<file path="src/hdl/swt_defs.vh">
// Register map, field positions and timing constants for the system watchdog
`ifndef SWT_DEFS_VH
`define SWT_DEFS_VH
// Register indices; byte address on the bus = index * 4
`define SWT_IDX_UNIT 8'h52
`define SWT_IDX_COUNT 8'h53
`define SWT_IDX_RELOAD 8'h54
`define SWT_IDX_CTRL 8'h55
`define SWT_IDX_IRQ_STAT 8'h60
`define SWT_IDX_IRQ_MASK 8'h61
`define SWT_ADDR_BITS 10
// Field positions
`define SWT_UNIT_SEC_BIT 7
`define SWT_SRC_GAME_BIT 0
`define SWT_SRC_KBD_BIT 1
`define SWT_SRC_MOUSE_BIT 2
`define SWT_MAP_HI 7
`define SWT_MAP_LO 4
`define SWT_CTRL_STATUS_BIT 0
`define SWT_CTRL_FORCE_BIT 2
// Reset values
`define SWT_RST_UNIT 8'h00
`define SWT_RST_COUNT 8'h00
`define SWT_RST_RELOAD 8'h00
// Game port address, invalid mapping
`define SWT_GAME_PORT 16'h0201
`define SWT_MAP_INVALID 4'h2
// Timing
`define SWT_CLK_HZ 200000000
`define SWT_SECOND_S 1
`define SWT_MINUTE_S 60
`define SWT_SEC_CYCLES (`SWT_CLK_HZ * `SWT_SECOND_S)
`endif

</file>
<file path="src/hdl/swt_tick.v">
// Divider that makes the one-second and one-minute ticks
`timescale 1ns/10ps
`default_nettype none
`include "swt_defs.vh"
module swt_tick #(
    parameter SEC_CYCLES = `SWT_SEC_CYCLES,
    parameter SEC_PER_MIN = `SWT_MINUTE_S
) (
    input wire clk,
    input wire rstn,
    input wire restart,
    output reg sec_tick,
    output reg min_tick
);
    reg [31:0] cyc;
    reg [7:0] secs;
    // Restart aligns the prescaler so a fresh count gets full units
    always @(posedge clk or negedge rstn)
    begin
        if (!rstn)
        begin
            cyc <= 32'h0;
            secs <= 8'h0;
            sec_tick <= 1'b0;
            min_tick <= 1'b0;
        end
        else if (restart)
        begin
            cyc <= 32'h0;
            secs <= 8'h0;
            sec_tick <= 1'b0;
            min_tick <= 1'b0;
        end
        else
        begin
            sec_tick <= 1'b0;
            min_tick <= 1'b0;
            if (cyc == SEC_CYCLES - 1)
            begin
                cyc <= 32'h0;
                sec_tick <= 1'b1;
                if (secs == SEC_PER_MIN - 1)
                begin
                    secs <= 8'h0;
                    min_tick <= 1'b1;
                end
                else
                    secs <= secs + 8'h1;
            end
            else
                cyc <= cyc + 32'h1;
        end
    end
endmodule // swt_tick
`default_nettype wire

</file>
<file path="src/hdl/swt_watchdog.v">
// System watchdog timer with classic Wishbone register slave
// How it works
// RULE1: The count runs in minutes when the unit-select bit is 0 and in seconds when it is 1.
// RULE2: A zero timeout count keeps the watchdog disabled so no timeout occurs; the code still times out on a force write.
// RULE3: The timeout count is plain binary, N units for N from 1 to 255.
// RULE4: With the game-port bit set an I/O access to the joystick address restarts the count.
// RULE5: With the keyboard bit set a keyboard interrupt restarts the count.
// RULE6: With the mouse bit set a mouse interrupt restarts the count.
// RULE7: The timeout interrupt goes to the IRQ in the upper config nibble, zero means none; the code also drives no line for mapping 2.
// RULE8: A status bit is set on timeout and stays set while counting until software writes it.
// RULE9: Writing 1 to the force bit makes an immediate timeout and the bit self-clears.
// RULE10: The counter reloads on a count write or a reload event and times out on expiry.
`timescale 1ns/10ps
`default_nettype none
`include "swt_defs.vh"
module swt_watchdog #(
    parameter SEC_CYCLES = `SWT_SEC_CYCLES
) (
    input wire clk,
    input wire rstn,
    input wire wb_cyc_i,
    input wire wb_stb_i,
    input wire wb_we_i,
    input wire [31:0] wb_adr_i,
    input wire [31:0] wb_dat_i,
    input wire [3:0] wb_sel_i,
    output reg [31:0] wb_dat_o,
    output reg wb_ack_o,
    input wire io_strobe,
    input wire [15:0] io_addr,
    input wire kbd_irq,
    input wire mouse_irq,
    output reg [15:0] irq_lines,
    output reg timeout_pulse,
    output reg irq
);
    reg [7:0] unit_select;
    reg [7:0] timeout_count;
    reg [7:0] reload_sources;
    reg status;
    reg [7:0] remaining;
    reg active;
    reg irq_stat;
    reg irq_mask;
    reg [2:0] io_s1;
    reg [2:0] io_s2;
    reg [2:0] io_prev;
    reg [15:0] addr_s1;
    reg [15:0] addr_s2;
    wire [2:0] edges;
    wire sec_tick;
    wire min_tick;
    wire unit_tick;
    wire bus_req;
    wire [7:0] idx;
    wire wr;
    wire [7:0] wbyte;
    wire count_wr;
    wire force_wr;
    wire reload_evt;
    wire expire;
    wire timeout_evt;
    wire [3:0] irq_map;
    // Asynchronous activity inputs pass a two-stage synchroniser
    always @(posedge clk or negedge rstn)
    begin
        if (!rstn)
        begin
            io_s1 <= 3'h0;
            io_s2 <= 3'h0;
            io_prev <= 3'h0;
            addr_s1 <= 16'h0;
            addr_s2 <= 16'h0;
        end
        else
        begin
            io_s1 <= {mouse_irq, kbd_irq, io_strobe};
            io_s2 <= io_s1;
            io_prev <= io_s2;
            addr_s1 <= io_addr;
            addr_s2 <= addr_s1;
        end
    end
    // Rising edges so a held interrupt restarts only once
    genvar gi;
    generate
        for (gi = 0; gi < 3; gi = gi + 1)
        begin : g_edge
            assign edges[gi] = io_s2[gi] & ~io_prev[gi];
        end
    endgenerate
    // Address must be stable around the strobe; it passes the same two stages as the strobe
    assign reload_evt = (edges[0] & reload_sources[`SWT_SRC_GAME_BIT]
                         & (addr_s2 == `SWT_GAME_PORT)) // RULE4
                      | (edges[1] & reload_sources[`SWT_SRC_KBD_BIT]) // RULE5
                      | (edges[2] & reload_sources[`SWT_SRC_MOUSE_BIT]); // RULE6
    assign bus_req = wb_cyc_i & wb_stb_i & ~wb_ack_o;
    assign idx = wb_adr_i[`SWT_ADDR_BITS-1:2];
    assign wr = bus_req & wb_we_i & wb_sel_i[0];
    assign wbyte = wb_dat_i[7:0];
    assign count_wr = wr & (idx == `SWT_IDX_COUNT);
    assign force_wr = wr & (idx == `SWT_IDX_CTRL) & wbyte[`SWT_CTRL_FORCE_BIT]; // RULE9
    assign unit_tick = unit_select[`SWT_UNIT_SEC_BIT] ? sec_tick : min_tick; // RULE1
    assign expire = active & unit_tick & (remaining == 8'h01); // RULE10
    assign timeout_evt = expire | force_wr; // RULE9
    assign irq_map = reload_sources[`SWT_MAP_HI:`SWT_MAP_LO];
    swt_tick #(
        .SEC_CYCLES(SEC_CYCLES),
        .SEC_PER_MIN(`SWT_MINUTE_S)
    ) u_tick (
        .clk(clk),
        .rstn(rstn),
        .restart(count_wr | reload_evt),
        .sec_tick(sec_tick),
        .min_tick(min_tick)
    );
    // Register writes
    always @(posedge clk or negedge rstn)
    begin
        if (!rstn)
        begin
            unit_select <= `SWT_RST_UNIT;
            timeout_count <= `SWT_RST_COUNT;
            reload_sources <= `SWT_RST_RELOAD;
            irq_mask <= 1'b0;
        end
        else if (wr)
        begin
            case (idx)
                `SWT_IDX_UNIT: unit_select <= wbyte & 8'h80;
                `SWT_IDX_COUNT: timeout_count <= wbyte;
                `SWT_IDX_RELOAD: reload_sources <= wbyte & 8'hF7;
                `SWT_IDX_IRQ_MASK: irq_mask <= wbyte[0];
                default: ;
            endcase
        end
    end
    // Counter: reload on write or activity, count down per unit
    always @(posedge clk or negedge rstn)
    begin
        if (!rstn)
        begin
            remaining <= 8'h00;
            active <= 1'b0;
        end
        else if (count_wr)
        begin
            remaining <= wbyte; // RULE3
            active <= (wbyte != 8'h00); // RULE2
        end
        else if (timeout_count == 8'h00)
            active <= 1'b0; // RULE2
        else if (reload_evt)
        begin
            remaining <= timeout_count; // RULE10
            active <= 1'b1;
        end
        else if (expire)
            active <= 1'b0;
        else if (active & unit_tick)
            remaining <= remaining - 8'h01; // RULE3
    end
    // Status: hardware set wins over a software write in the same cycle
    always @(posedge clk or negedge rstn)
    begin
        if (!rstn)
            status <= 1'b0;
        else if (timeout_evt)
            status <= 1'b1; // RULE8
        else if (wr & (idx == `SWT_IDX_CTRL))
            status <= wbyte[`SWT_CTRL_STATUS_BIT]; // RULE8
    end
    // Sticky interrupt status, write one to clear; set wins
    always @(posedge clk or negedge rstn)
    begin
        if (!rstn)
            irq_stat <= 1'b0;
        else if (timeout_evt)
            irq_stat <= 1'b1;
        else if (wr & (idx == `SWT_IDX_IRQ_STAT) & wbyte[0])
            irq_stat <= 1'b0;
    end
    // Outputs straight from flops
    always @(posedge clk or negedge rstn)
    begin
        if (!rstn)
        begin
            irq <= 1'b0;
            irq_lines <= 16'h0;
            timeout_pulse <= 1'b0;
        end
        else
        begin
            irq <= irq_stat & irq_mask;
            timeout_pulse <= timeout_evt;
            // Invalid and zero mappings drive nothing
            if (irq_map == 4'h0 || irq_map == `SWT_MAP_INVALID)
                irq_lines <= 16'h0; // RULE7
            else
                irq_lines <= {15'h0, status} << irq_map; // RULE7
        end
    end
    // Wishbone slave: ack one cycle after the request, unmapped reads zero
    always @(posedge clk or negedge rstn)
    begin
        if (!rstn)
        begin
            wb_ack_o <= 1'b0;
            wb_dat_o <= 32'h0;
        end
        else
        begin
            wb_ack_o <= bus_req;
            if (bus_req & ~wb_we_i)
            begin
                case (idx)
                    `SWT_IDX_UNIT: wb_dat_o <= {24'h0, unit_select};
                    `SWT_IDX_COUNT: wb_dat_o <= {24'h0, timeout_count};
                    `SWT_IDX_RELOAD: wb_dat_o <= {24'h0, reload_sources};
                    `SWT_IDX_CTRL: wb_dat_o <= {31'h0, status}; // RULE8
                    `SWT_IDX_IRQ_STAT: wb_dat_o <= {31'h0, irq_stat};
                    `SWT_IDX_IRQ_MASK: wb_dat_o <= {31'h0, irq_mask};
                    default: wb_dat_o <= 32'h0;
                endcase
            end
        end
    end
endmodule // swt_watchdog
`default_nettype wire

</file>
<file path="config.mk">
export PLATFORM = sky130hd
export DESIGN_NAME = swt_watchdog
export DESIGN_NICKNAME = d
export VERILOG_FILES = /design/src/hdl/swt_tick.v /design/src/hdl/swt_watchdog.v
export VERILOG_INCLUDE_DIRS = /design/src /design/src/hdl
export SDC_FILE = /design/constraint.sdc
export NUM_CORES = 1
export LEC_CHECK = 0
export BUFFER_PORTS_ARGS = -buffer_cell sky130_fd_sc_hd__buf_2
export CAP_MARGIN = 40
export CELL_PAD_IN_SITES_DETAIL_PLACEMENT = 0
export CELL_PAD_IN_SITES_GLOBAL_PLACEMENT = 1
export CORE_MARGIN = 5
export CORE_UTILIZATION = 41
export CTS_CLUSTER_DIAMETER = 40
export CTS_CLUSTER_SIZE = 28
export DETAILED_ROUTE_END_ITERATION = 12
export PLACE_DENSITY = 0.91
export SETUP_SLACK_MARGIN = 0.15
export SLEW_MARGIN = 40
export SYNTH_ARGS = -nofsm -noshare
export SYNTH_HDL_FRONTEND = slang
export SYNTH_SLANG_ARGS = --single-unit
</file>
<file path="constraint.sdc">
create_clock -name clk -period 2.7 [get_ports clk]
set_input_delay 0.54 -clock clk [delete_from_list [all_inputs] [get_ports clk]]
set_output_delay 0.54 -clock clk [all_outputs]
set_load 0.01 [all_outputs]
</file>
# ---- Word level (Yosys, flattened, before mapping)
# Index checks and enable logic that the tools add are counted.
# Widths: inputs -> output; s select.
dict set report totals {
  inputBits 92
  output_inout_bits 51
  reg_bits 162
}
dict set report op_classes {
  eq_ne 13
  addsub 3
  shifts 1
  n_bitwise 29
  n_reduce_logical 14
  mux 26
}
# op count
set ops {}
lappend ops {{$mux 32} 2}
lappend ops {{$mux 8} 8}
lappend ops {{$eq 8x7->1 const B} 6}
lappend ops {{$pmux 8 s6} 1}
lappend ops {{$add 32x1->32 const B} 1}
lappend ops {{$eq 32x28->1 const B} 1}
lappend ops {{$and 1x1->1} 20}
lappend ops {{$eq 16x10->1 const B} 1}
lappend ops {{$mux 16} 1}
lappend ops {{$shl 1x4->16} 1}
lappend ops {{$mux 1} 14}
lappend ops {{$add 8x1->8 const B} 1}
lappend ops {{$eq 8x1->1 const B} 1}
lappend ops {{$eq 8x6->1 const B} 1}
lappend ops {{$logic_not 8->1} 1}
lappend ops {{$reduce_and 2->1} 4}
lappend ops {{$reduce_bool 8->1} 1}
lappend ops {{$sub 8x1->8 const B} 1}
lappend ops {{$reduce_bool 2->1} 3}
lappend ops {{$not 1->1} 5}
lappend ops {{$eq 4x2->1 const B} 1}
lappend ops {{$logic_not 4->1} 1}
lappend ops {{$or 1x1->1} 4}
lappend ops {{$reduce_bool 4->1} 1}
lappend ops {{5 further kinds} 5}

# ---- Logic depth before layout (Yosys ltp)
# Gate-level depths: netlist (run 1).
dict set report logic_depth {
  depth_word 9
  mapped_depth 8
  depth_no_buf 7
}

# ---- Hierarchy
# A second synthesis (run 1) with hierarchy kept.
dict set report hier_totals {
  cells_unflattened 601
  hier_area_um2 6354.8
}
# module seq_area_each_um2 n_inst cells_each area_per_inst_um2
set modules_own_cells {}
lappend modules_own_cells {swt_watchdog 2402.3 1 345 3972.6}
lappend modules_own_cells {swt_tick 1051.0 1 256 2382.3}

# ---- Least setup slack after synthesis (run 1)
# No wires, ideal clock.
dict set report synth_path {
  path_type {input-to-reg}
  start {in wb_adr_i[9]}
  end {reg reload_sources[0]}
  cell_stages 6
  required_ns 2.575
  n_path_buf 2
  setup_slack_ns 0.465
  setup_time_ns 0.125
  arrival_time_ns 2.110
  cell_sequence {or3b_2 > clkbuf_1 > nor4b_4 > nand2b_1 > clkbuf_1 > mux2_2}
}
dict set report synth_between {
  elab_chain_cells 2
}
# item line_no
set synth_lines {}
lappend synth_lines {{start: declaration} swt_watchdog.v:24} ;# input wire [31:0] wb_adr_i,
lappend synth_lines {{$eq 8x7->1} swt_watchdog.v:129} ;# case (idx)
lappend synth_lines {{$reduce_and 2->1 (no line)} -}
lappend synth_lines {{end signal: assignment} swt_watchdog.v:124} ;# reload_sources <= `SWT_RST_RELOAD;
lappend synth_lines {{end signal: assignment} swt_watchdog.v:132} ;# `SWT_IDX_RELOAD: reload_sources <= wbyte & 8'hF7;
lappend synth_lines {{end: declaration} swt_watchdog.v:39} ;# reg [7:0] reload_sources;
# Every way passes these cells.
# A chain may end at the register's enable or synchronous reset.

# ---- Worst setup path in the final report (run 1)
dict set report layout_path {
  start {reg addr_s2[8]}
  end {reg remaining[5]}
}
dict set report layout_between {
  elab_chain_cells 7
}
# item line_no
set layout_lines {}
lappend layout_lines {{start: declaration} swt_watchdog.v:49} ;# reg [15:0] addr_s2;
lappend layout_lines {{start signal: assignment} swt_watchdog.v:81} ;# addr_s2 <= addr_s1;
lappend layout_lines {{$eq 16x10->1 (no line) (*)} -}
lappend layout_lines {{$and 1x1->1 (*)} swt_watchdog.v:93} ;# assign reload_evt = (edges[0] & reload_sources[`SWT_SRC_GAME_BIT]
lappend layout_lines {{$or 1x1->1 (*) (2 in a row)} swt_watchdog.v:93}
lappend layout_lines {{$mux 8} swt_watchdog.v:153} ;# else if (reload_evt)
lappend layout_lines {{$mux 8} swt_watchdog.v:151} ;# else if (timeout_count == 8'h00)
lappend layout_lines {{$mux 8} swt_watchdog.v:146} ;# else if (count_wr)
lappend layout_lines {{end signal: assignment} swt_watchdog.v:148} ;# remaining <= wbyte;
lappend layout_lines {{end signal: assignment} swt_watchdog.v:155} ;# remaining <= timeout_count;
lappend layout_lines {{end signal: assignment} swt_watchdog.v:161} ;# remaining <= remaining - 8'h01;
lappend layout_lines {{end: declaration} swt_watchdog.v:41} ;# reg [7:0] remaining;
# Every way passes the cells marked *; elsewhere a longest branch is shown, timed or not. The select of a mux whose other input is x is not followed.

==> results of run 1 <==
cells by family (layout without fill, tap and decap cells):
logic type,after synthesis,in the layout
AND/OR/NAND/NOR,238,238
other,1,26
flip-flops,138,138
buffers and inverters,58,126
adder cells (fa/ha/maj),4,4
XOR/XNOR,36,36
AO/OA/AOI/OAI,65,65
multiplexers,15,15
registers in the layout, indices dropped and copies added, names as in the netlist, 3 cells and up:
name and flops:
u_tick.cyc 32, addr_s1 16, addr_s2 16, irq_lines 16, remaining 8, timeout_count 8
u_tick.secs 8, wb_dat_o 8, reload_sources 7, io_prev 3, io_s1 3, io_s2 3
area by class of cell:
class	count	area [um^2]
clock buffers	21	480
clock inverters	10	164
fillers	1292	7280
inverters	15	56.3
multi-input cells	384	2350
flip-flops and latches	138	3450
well taps	184	230
repair buffers	80	464
placed cells by master (no fill, tap or decap), drive strengths merged, types with 7 or more instances in the layout:
master  Yosys  routed
inv        15      16
and3        9       9
a22o        9       9
o211ai     10      10
buf        30      80
conb        1      26
nand4       8       8
nand3      25      25
xnor2      24      24
or3        10      10
o21ai      10      10
nand2      48      48
nor2       64      64
nor4       19      19
dfrtp     138     138
nor3       12      12
a21oi       7       7
nor4b       7       7
mux2       11      11
xor2       12      12
clkbuf     13      21
power groups by stage:
stage               Combinational, mW  Clock, mW  Sequential [mW]
CTS                             0.380       2.53             2.27
finish                          0.377       2.49             2.27
floorplan                       0.258          0             2.28
global placement                0.356          0             2.29
global route                    0.432       2.63             2.28
detailed placement              0.379          0             2.30
final timing paths:
path	start	endpoint	slack (ns)
worst max-delay path	addr_s2[8]	remaining[5]	0.33
worst min-delay path	rstn	reload_sources[4]	0.10
worst max register to register	addr_s2[8]	remaining[5]	0.33
worst min register to register	addr_s1[13]	addr_s2[13]	0.35
max in group asynchronous	rstn	u_tick.secs[0]	1.93
min in group clk	io_addr[9]	addr_s1[9]	0.23
through the flow:
step	util, %	std cells
2_1_floorplan	-	580
3_3_place_gp	45.2	801
3_5_place_dp	45.2	801
4_1_cts	49.7	832
5_1_grt	49.7	832
6_report	49.7	832
layer usage:
metal | track usage [%] | part of all wire [%] | wire [um]
met1 | 20.7 | 44 | 5780
met2 | 25.9 | 49 | 6520
met3 | 4.32 | 5.6 | 736
met4 | 5.43 | 1.4 | 184
met5 | 0 | 0 | 0
worst register-to-register path, delay by kind of cell (launching register included):
family           cells  cell delay [ns]
AND/OR/NAND/NOR      3             1.26
flip-flops           1             0.37
AO/OA/AOI/OAI        2             0.66
==> flow_summary.json, run 1 <==
{
  "first_global_vias": 4615,
  "hold_violations": 0,
  "die_w_um": 131,
  "gp_congestion": 0.914,
  "hold-worst-slack_ns": 0.102,
  "path_delay_family": "simple AND/OR/NAND/NOR gates",
  "synth_edf_count": 0,
  "ctsRootBufferMaster": "clkbuf_16",
  "drv_slew": 0,
  "synth_top_cell_by_area": "dfrtp_1",
  "grt_first_pass_wirelength_mm": 22.9,
  "hpwlAfterDp_mm": 9.46,
  "postSynthRegisterBits": 138,
  "synth_compound_area_share_pct": 7.69,
  "cts-buffers-inserted": 17,
  "num_io_pins": 143,
  "place.port_buffers": 67,
  "crit_fanout": 12,
  "power.density_nw_per_um2": 714,
  "grt_util_all_layers_pct": 15.9,
  "setup.worst_path.start_class": "flip-flop",
  "setup_viol": 0,
  "switching_share_pct": 22.6,
  "p_leak_nw": 3.39,
  "synth-adder-area-share_pct": 0.831,
  "cts.hold.buffers_added": 0,
  "drt_first_pass_iters": 5,
  "drtAntennaViolNets": 0,
  "fmaxAchievable_mhz": 423,
  "grt_max_degree": 67,
  "run_status": "completed",
  "clk-insertion-delay-late_ns": 0.42,
  "cap_violations": 0,
  "worstSetupPathType": "reg2reg",
  "cts_setup_buffers": 0,
  "avgSynthCellArea_um2": 10.9,
  "cts_num_sinks": 138,
  "cp_num_buf_inv": 0,
  "end_kind": "flip-flop",
  "detailed_place.area_um2": 6550,
  "cts_tree": "built",
  "xor_xnor_fraction_of_synth_area_pct": 5.24,
  "cts-root-to-sink-buffers": 2,
  "critical-path-max-stage-delay_ns": 0.49,
  "synth_cell_type_count": 54,
  "timing.critical_path.slowest_stage_cell": "nor4b_1",
  "fp.dieArea_um2": 17200,
  "ff2ff_path_depth": 5,
  "layout-area-overhead-vs-synth_pct": 19.5,
  "postLayoutSetupSlackWorst_ns": 0.334,
  "register_area_share_after_synthesis_pct": 57.3,
  "main_combinational_cell_family_by_area_after_synthesis": "simple AND/OR/NAND/NOR gates",
  "antenna_cells": 0,
  "postSynth.asyncResetShare_pct": 100,
  "route.detailed.wl_per_inst_um": 15.9,
  "slew_headroom_pct": 58.3,
  "path_depth": 5,
  "vias": 4414,
  "combPwrFrac_pct": 7.3,
  "share_clk_of_total_power_pct": 48.5,
  "preCtsSetupSlack_ns": 0.338,
  "worstPathRequired_ns": 3.03,
  "period_needed_ns": 2.37,
  "ys_top_cells_by_count": "dfrtp_1, nor2_1, nand2_1, buf_4, nand3_1",
  "synth.cell_area_um2": 6020,
  "crit_path_cell_trace": "nor4b_1, nand4_1, o21a_1, or3_1, a41oi_1",
  "synthesis.instances": 555,
  "placement_rows": 44,
  "globalRoute.totalOverflow": 0,
  "detail_route.drc_violations": 0,
  "cts_repair_resize_count": 0,
  "worst_slew_pin_slew_ns": 0.625,
  "hold_path_class": "in2async",
  "cts.htree.levels": 4,
  "p_int_mw": 3.98,
  "rsz0062_at_grt": "no",
  "drive_gt1_share_pct": 20.2,
  "cp_data_arrival_time_ns": 2.69,
  "drt-vias-per-instance": 5.31,
  "die_h_um": 131,
  "net-switching-power_mw": 1.16,
  "design.core.area_um2": 14500,
  "finish.net_count": 732,
  "final.setup.tns_ns": 0,
  "synth.yosys.warnings": 0,
  "drt_total_wl_mm": 13.2,
  "period_share_pct": 87.6,
  "p_total_mw": 5.14,
  "yosysMostFrequentCell": "dfrtp_1",
  "post-synth-top-area-fraction_pct": 57.3,
  "power.sequential.fraction_pct": 44.2,
  "ys_dominant_reg_cell": "dfrtp_1",
  "synth.top_cells.by_area": "dfrtp_1, nor2_1, xnor2_1",
  "ir_worst_vdd_mv": 0.540,
  "antenna_found_initial": 0,
  "clock_skew_ns": 0.00554,
  "yosys.area_share.simple_pct": 20.8,
  "stdcell_area_um2": 7190,
  "start_util_pct": 41.6,
  "yosys-mux-area-fraction_pct": 2.72,
  "clkTransAtPathRegs_ns": 0.06,
  "first_drt_iteration_drcs": 219
}
(Power assumes the default switching activity.)
==> run 2, diff against run 1 <==
Settings changed: CORE_UTILIZATION 41 to 37, PLACE_DENSITY 0.91 to 0.87.
Clock period 2.7 ns to 2.05 ns, I/O delays scaled along.
==> run 2 against run 1 <==
  * Via count is 6.2% higher
  * Fmax up 16%
  * Clock skew increased by 0.0031 ns
  * Register-to-register slack worse by 0.32 ns
  * Largest cell class unchanged
==> flow_summary.json, run 2 (synthesis results as in run 1) <==
{
  "run_status": "completed",
  "fp.dieArea_um2": 18900,
  "antenna_cells": 0,
  "critical-path-max-stage-delay_ns": 0.50,
  "p_leak_nw": 3.69,
  "preCtsSetupSlack_ns": -0.261,
  "met3_usage_pct": 4.38,
  "rsz0062_at_grt": "yes",
  "drt_first_pass_iters": 5,
  "use_met1_pct": 20.3,
  "cp_data_arrival_time_ns": 2.39,
  "crit_fanout": 6,
  "hold_path_class": "in2async",
  "worst_r2r_endpoint": "u_tick.secs[2]",
  "period_share_pct": 99.3,
  "grt-busiest-layer": "met2",
  "setup.worst_path.start_class": "flip-flop",
  "drtAntennaViolNets": 0,
  "antenna_found_initial": 0,
  "slew_headroom_pct": 57.9,
  "final_cells": 915,
  "ctsRootBufferMaster": "clkbuf_16",
  "grt_max_degree": 51,
  "leading_cell_types_in_the_layout_fill_and_taps_excluded": "dfrtp_1, buf_2, nor2_1",
  "die_h_um": 138,
  "grt_util_met2_pct": 25.9,
  "first_global_vias": 4832,
  "num_io_pins": 143,
  "ff2ff_path_depth": 6,
  "route.detailed.wl_per_inst_um": 16.2,
  "start_util_pct": 37.8,
  "cts.hold.buffers_added": 0,
  "hold-worst-slack_ns": 0.00436,
  "period_needed_ns": 2.04,
  "first_drt_iteration_drcs": 280,
  "layout-area-overhead-vs-synth_pct": 30.8,
  "drt_total_wl_mm": 14.8,
  "drive_gt1_share_pct": 32.0,
  "setup.worst_path.start": "u_tick.cyc[1]",
  "fill_cells": 1400,
  "cts-buffers-inserted": 17,
  "finish.net_count": 783,
  "globalRoute.totalOverflow": 0,
  "placement_rows": 46,
  "cts-root-to-sink-buffers": 2,
  "cts_num_sinks": 138,
  "final.setup.tns_ns": 0,
  "timing.critical_path.slowest_stage_cell": "or4_4",
  "worstSetupPathType": "reg2reg",
  "end_kind": "flip-flop",
  "ir_worst_vdd_mv": 0.554,
  "gp_congestion": 0.850,
  "cts_tree": "built",
  "stdcell_area_um2": 7880,
  "worst_slew_pin_slew_ns": 0.632,
  "rr_startpoint": "u_tick.cyc[1]",
  "largest_reg_flops": 32,
  "detail_route.drc_violations": 0,
  "finish.utilization_pct": 49.4,
  "clkTransAtPathRegs_ns": 0.06,
  "mostFrequentLayoutCell": "dfrtp_1",
  "setup_viol": 0,
  "design.core.area_um2": 15900,
  "postLayoutSetupSlackWorst_ns": 0.0139,
  "clk-insertion-delay-late_ns": 0.42,
  "max_flop_register": "u_tick.cyc",
  "cts.htree.levels": 4,
  "place.port_buffers": 67,
  "hpwlAfterDp_mm": 9.98,
  "drv_slew": 0,
  "r2r_setup_slack_ns": 0.01,
  "hold_violations": 0,
  "power.density_nw_per_um2": 852,
  "die_w_um": 138,
  "p_total_mw": 6.71,
  "cap_violations": 0,
  "vias": 4686,
  "worstPathRequired_ns": 2.40,
  "grt_util_all_layers_pct": 16.1,
  "fmaxAchievable_mhz": 491,
  "detailed_place.area_um2": 6900,
  "crit_path_end": "u_tick.secs[2]",
  "drt-vias-per-instance": 5.12,
  "dp_cells": 872,
  "crit_path_cell_trace": "ha_4, nand4_1, or2_1, or3_4, or4_4, a21oi_2",
  "grt_first_pass_wirelength_mm": 23.8,
  "clock_skew_ns": 0.00866
}
==> run 2: cell count changes in the layout (fill, tap and decap cells not counted), sizes merged <==
cell      change
inv           +5
clkbuf        -3
buf          +51
clkinv        -1
bufinv        -2
clkinvlp      +1
==> run 2: final cells by class <==
| type | instances | area [um^2] | area share [%] |
|---|---|---|---|
| sequential | 138 | 3450 | 43.8 |
| timing repair buffer | 131 | 867 | 11.0 |
| clock buffer | 18 | 439 | 5.57 |
| tap | 216 | 270 | 3.43 |
| inverter | 15 | 56.3 | 0.715 |
| multi-input combinational | 384 | 2630 | 33.4 |
| clock inverter | 13 | 159 | 2.02 |
==> run 2: critical path: cells and delay by family, from the launching register on <==
family / cells / cell delay [ns]
AND/OR/NAND/NOR: 4 / 1.28
AO/OA/AOI/OAI: 1 / 0.12
adder cells (fa/ha/maj): 1 / 0.16
flip-flops: 1 / 0.40
==> run 2: worst min path at each step <==
stage,start,endpoint,slack [ns]
final,rstn,irq_lines[13],0.004
after global routing,rstn,irq_lines[13],0.05
after CTS,rstn,irq_lines[13],0.009
after detailed placement,addr_s1[1],addr_s2[1],0.34
after global placement,addr_s1[9],addr_s2[9],0.33
after floorplan,rstn,active,0.11
==> run 2: metal layers <==
layer  up-vias  share of wire (%)
met4         0                2.0
met5         -                  0
li1       2176                  -
met3        36                7.1
met1      2295                 41
met2       179                 50
==> run 2: power breakdown <==
| part | switching [mW] | internal [mW] | leakage, nW |
|---|---|---|---|
| logic | 0.339 | 0.308 | 1.62 |
| registers | 0.115 | 2.86 | 1.79 |
| clock network | 1.23 | 1.85 | 0.288 |
| total | 1.69 | 5.02 | 3.69 |
==> run 2: timing repair <==
action,CTS,global route
endpoints found under the setup margin,46,52
pin swaps,17,22
gates resized for setup,25,34
buffers inserted,9,3
==> run 3, diff against run 2 <==
--- a/config.mk
+++ b/config.mk
@@ -7,4 +7,5 @@
 export NUM_CORES = 1
 export LEC_CHECK = 0
+export ABC_AREA = 1
 export BUFFER_PORTS_ARGS = -buffer_cell sky130_fd_sc_hd__buf_2
 export CAP_MARGIN = 40
@@ -12,5 +13,5 @@
 export CELL_PAD_IN_SITES_GLOBAL_PLACEMENT = 1
 export CORE_MARGIN = 5
-export CORE_UTILIZATION = 37
+export CORE_UTILIZATION = 36
 export CTS_CLUSTER_DIAMETER = 40
 export CTS_CLUSTER_SIZE = 28
==> constraint.sdc (replaced) <==
create_clock -name clk -period 2.05 [get_ports clk]
set_input_delay 0.41 -clock clk [delete_from_list [all_inputs] [get_ports clk]]
set_output_delay 0.41 -clock clk [all_outputs]
set_load 0.005 [all_outputs]
==> run 3 against run 2 <==
  * Final cell count increased by 18%
  * Via count increased by 7.4%
  * Clock power about the same
  * Fmax increased by 18%
  * Synthesized cell count increased by 35%
  * Total power increased by 0.17%
  * Critical endpoint is now u_tick.cyc[22]
  * Largest power group unchanged
==> flow_summary.json, run 3 <==
{
  "die_w_um": 144,
  "cts.htree.levels": 4,
  "worst_r2r_endpoint": "u_tick.cyc[22]",
  "design.core.area_um2": 17800,
  "globalRoute.totalOverflow": 0,
  "avgSynthCellArea_um2": 8.63,
  "ff2ff_path_depth": 10,
  "drt_first_pass_iters": 6,
  "p_int_mw": 5.01,
  "start_util_pct": 36.3,
  "period_needed_ns": 1.73,
  "switching_share_pct": 25.4,
  "end_kind": "flip-flop",
  "worst_hold_startpoint": "io_addr[15]",
  "ctsRootBufferMaster": "clkbuf_16",
  "ir_worst_vdd_mv": 0.568,
  "detailed_place.area_um2": 7030,
  "stdcell_area_um2": 7670,
  "synthesis.instances": 748,
  "place.port_buffers": 67,
  "hold_path_class": "in2reg",
  "hpwlAfterDp_mm": 10.8,
  "postSynth.asyncResetShare_pct": 100,
  "drv_slew": 0,
  "finish.net_count": 934,
  "postLayoutSetupSlackWorst_ns": 0.323,
  "worstSetupPathType": "reg2reg",
  "synth_top_cell_by_area": "dfrtp_1",
  "drt_total_wl_mm": 14.4,
  "leading_cell_types_in_the_layout_fill_and_taps_excluded": "nand2_1, dfrtp_1, nor2_1",
  "layout-area-overhead-vs-synth_pct": 18.9,
  "detail_route.drc_violations": 0,
  "setup_viol": 0,
  "hold-worst-slack_ns": 0.0936,
  "synth.top_cells.by_area": "dfrtp_1, nand2_1, nor2_1",
  "run_status": "completed",
  "power.sequential.fraction_pct": 44.1,
  "finish.utilization_pct": 43.1,
  "max_flop_register": "u_tick.cyc",
  "final.setup.tns_ns": 0,
  "postSynthRegisterBits": 138,
  "mostFrequentLayoutCell": "nand2_1",
  "rr_startpoint": "u_tick.cyc[0]",
  "synth_edf_count": 0,
  "cts-root-to-sink-buffers": 2,
  "ys_top_cells_by_count": "nand2_1, dfrtp_1, nor2_1, inv_1, nand3_1",
  "cts-buffers-inserted": 17,
  "gp_congestion": 0.905,
  "combPwrFrac_pct": 9.6,
  "synth.yosys.warnings": 0,
  "clkTransAtPathRegs_ns": 0.06,
  "rsz0062_at_grt": "no",
  "register_area_share_after_synthesis_pct": 53.5,
  "setup.worst_path.start_class": "flip-flop",
  "vias": 5032,
  "preCtsSetupSlack_ns": 0.161,
  "yosysMostFrequentCell": "nand2_1",
  "p_total_mw": 6.72,
  "grt_first_pass_wirelength_mm": 23.8,
  "cts_num_sinks": 138,
  "worstPathRequired_ns": 2.40,
  "placement_rows": 49,
  "cap_violations": 0,
  "cts_tree": "built",
  "drt-vias-per-instance": 4.66,
  "dp_cells": 1047,
  "clock_skew_ns": 0.0101,
  "antenna_cells": 0,
  "clk-insertion-delay-late_ns": 0.42,
  "crit_fanout": 10,
  "grt_max_degree": 48,
  "p_leak_nw": 3.75,
  "fmaxAchievable_mhz": 579,
  "antenna_found_initial": 0,
  "power.density_nw_per_um2": 876,
  "final_cells": 1080,
  "num_io_pins": 143,
  "cp_data_arrival_time_ns": 2.08,
  "period_share_pct": 84.3,
  "route.detailed.wl_per_inst_um": 13.4,
  "ys_dominant_reg_cell": "dfrtp_1",
  "synth_cell_type_count": 43,
  "grt_util_all_layers_pct": 14.7,
  "hold_violations": 0,
  "first_drt_iteration_drcs": 382,
  "die_h_um": 144,
  "post-synth-top-area-fraction_pct": 53.5,
  "hold_depth": 1,
  "drive_gt1_share_pct": 17.3,
  "synth.cell_area_um2": 6450,
  "fill_cells": 1801,
  "net-switching-power_mw": 1.71,
  "fp.dieArea_um2": 20700,
  "drtAntennaViolNets": 0,
  "r2r_setup_slack_ns": 0.32,
  "first_global_vias": 4806,
  "share_clk_of_total_power_pct": 46.3,
  "hold_path_end": "addr_s1[15]",
  "largest_reg_flops": 32
}
==> run 3: worst max-delay path by stage <==
stage / startpoint / end / depth (start not counted)
after global placement: u_tick.cyc[0] / u_tick.cyc[24] / 10
after detailed placement: u_tick.cyc[0] / u_tick.cyc[14] / 10
after CTS: u_tick.cyc[0] / u_tick.cyc[14] / 10
final: u_tick.cyc[0] / u_tick.cyc[22] / 10
after floorplan: u_tick.cyc[0] / u_tick.cyc[24] / 10
after global routing: u_tick.cyc[0] / u_tick.secs[0] / 10
==> run 3: critical path, stage by stage (launching register included) <==
cell	delay [ns]
dfrtp_1	0.41
ha_1	0.24
nand2_1	0.09
nor2_1	0.06
nand2_2	0.13
clkinv_2	0.13
nand2_1	0.13
nor2_4	0.06
nor2_4	0.23
nand2_1	0.09
nor2_1	0.09
==> run 3: layer usage <==
metal / global-route usage [%] / wire length [um] / vias up
met1: 19.1 / 6470 / 2343
met2: 23.9 / 6860 / 136
met5: 0 / 0 / -
met4: 4.21 / 157 / 0
li1: - / - / 2538
met3: 4.26 / 959 / 15
==> run 3: area by class of cell <==
class	instances	area (um^2)	share of cell area (%)
timing repair buffer	79	450	5.87
tap	229	287	3.74
clock inverter	13	151	1.97
inverter	68	256	3.34
clock buffer	19	453	5.91
sequential	138	3450	45.0
multi-input combinational	534	2620	34.1
==> run 3: cells by family (layout without fill, tap and decap cells) <==
kind of cell,Yosys count,in the layout,share of synthesized area [%]
AO/OA/AOI/OAI,39,39,3.37
other,1,26,0.0581
XOR/XNOR,25,25,3.39
AND/OR/NAND/NOR,440,440,31.2
adder cells (fa/ha/maj),4,4,0.776
buffers and inverters,101,179,7.72
flip-flops,138,138,53.5
==> run 3: timing repair <==
| action | in CTS | in global routing |
|---|---|---|
| hold buffers | 1 | 0 |
| setup endpoints to repair | 0 | 12 |
| gates resized for setup | 0 | 6 |
| hold endpoints to repair | 43 | 0 |
| buffers inserted | 0 | 0 |
==> run 3: power by group through the flow <==
stage               combinational [mW]  sequential (mW)  clock [mW]
floorplan                        0.476             2.99           0
global placement                 0.636             3.01           0
detailed placement               0.646             3.01           0
CTS                              0.652             2.96        3.19
global route                     0.732             2.98        3.34
finish                           0.646             2.96        3.11
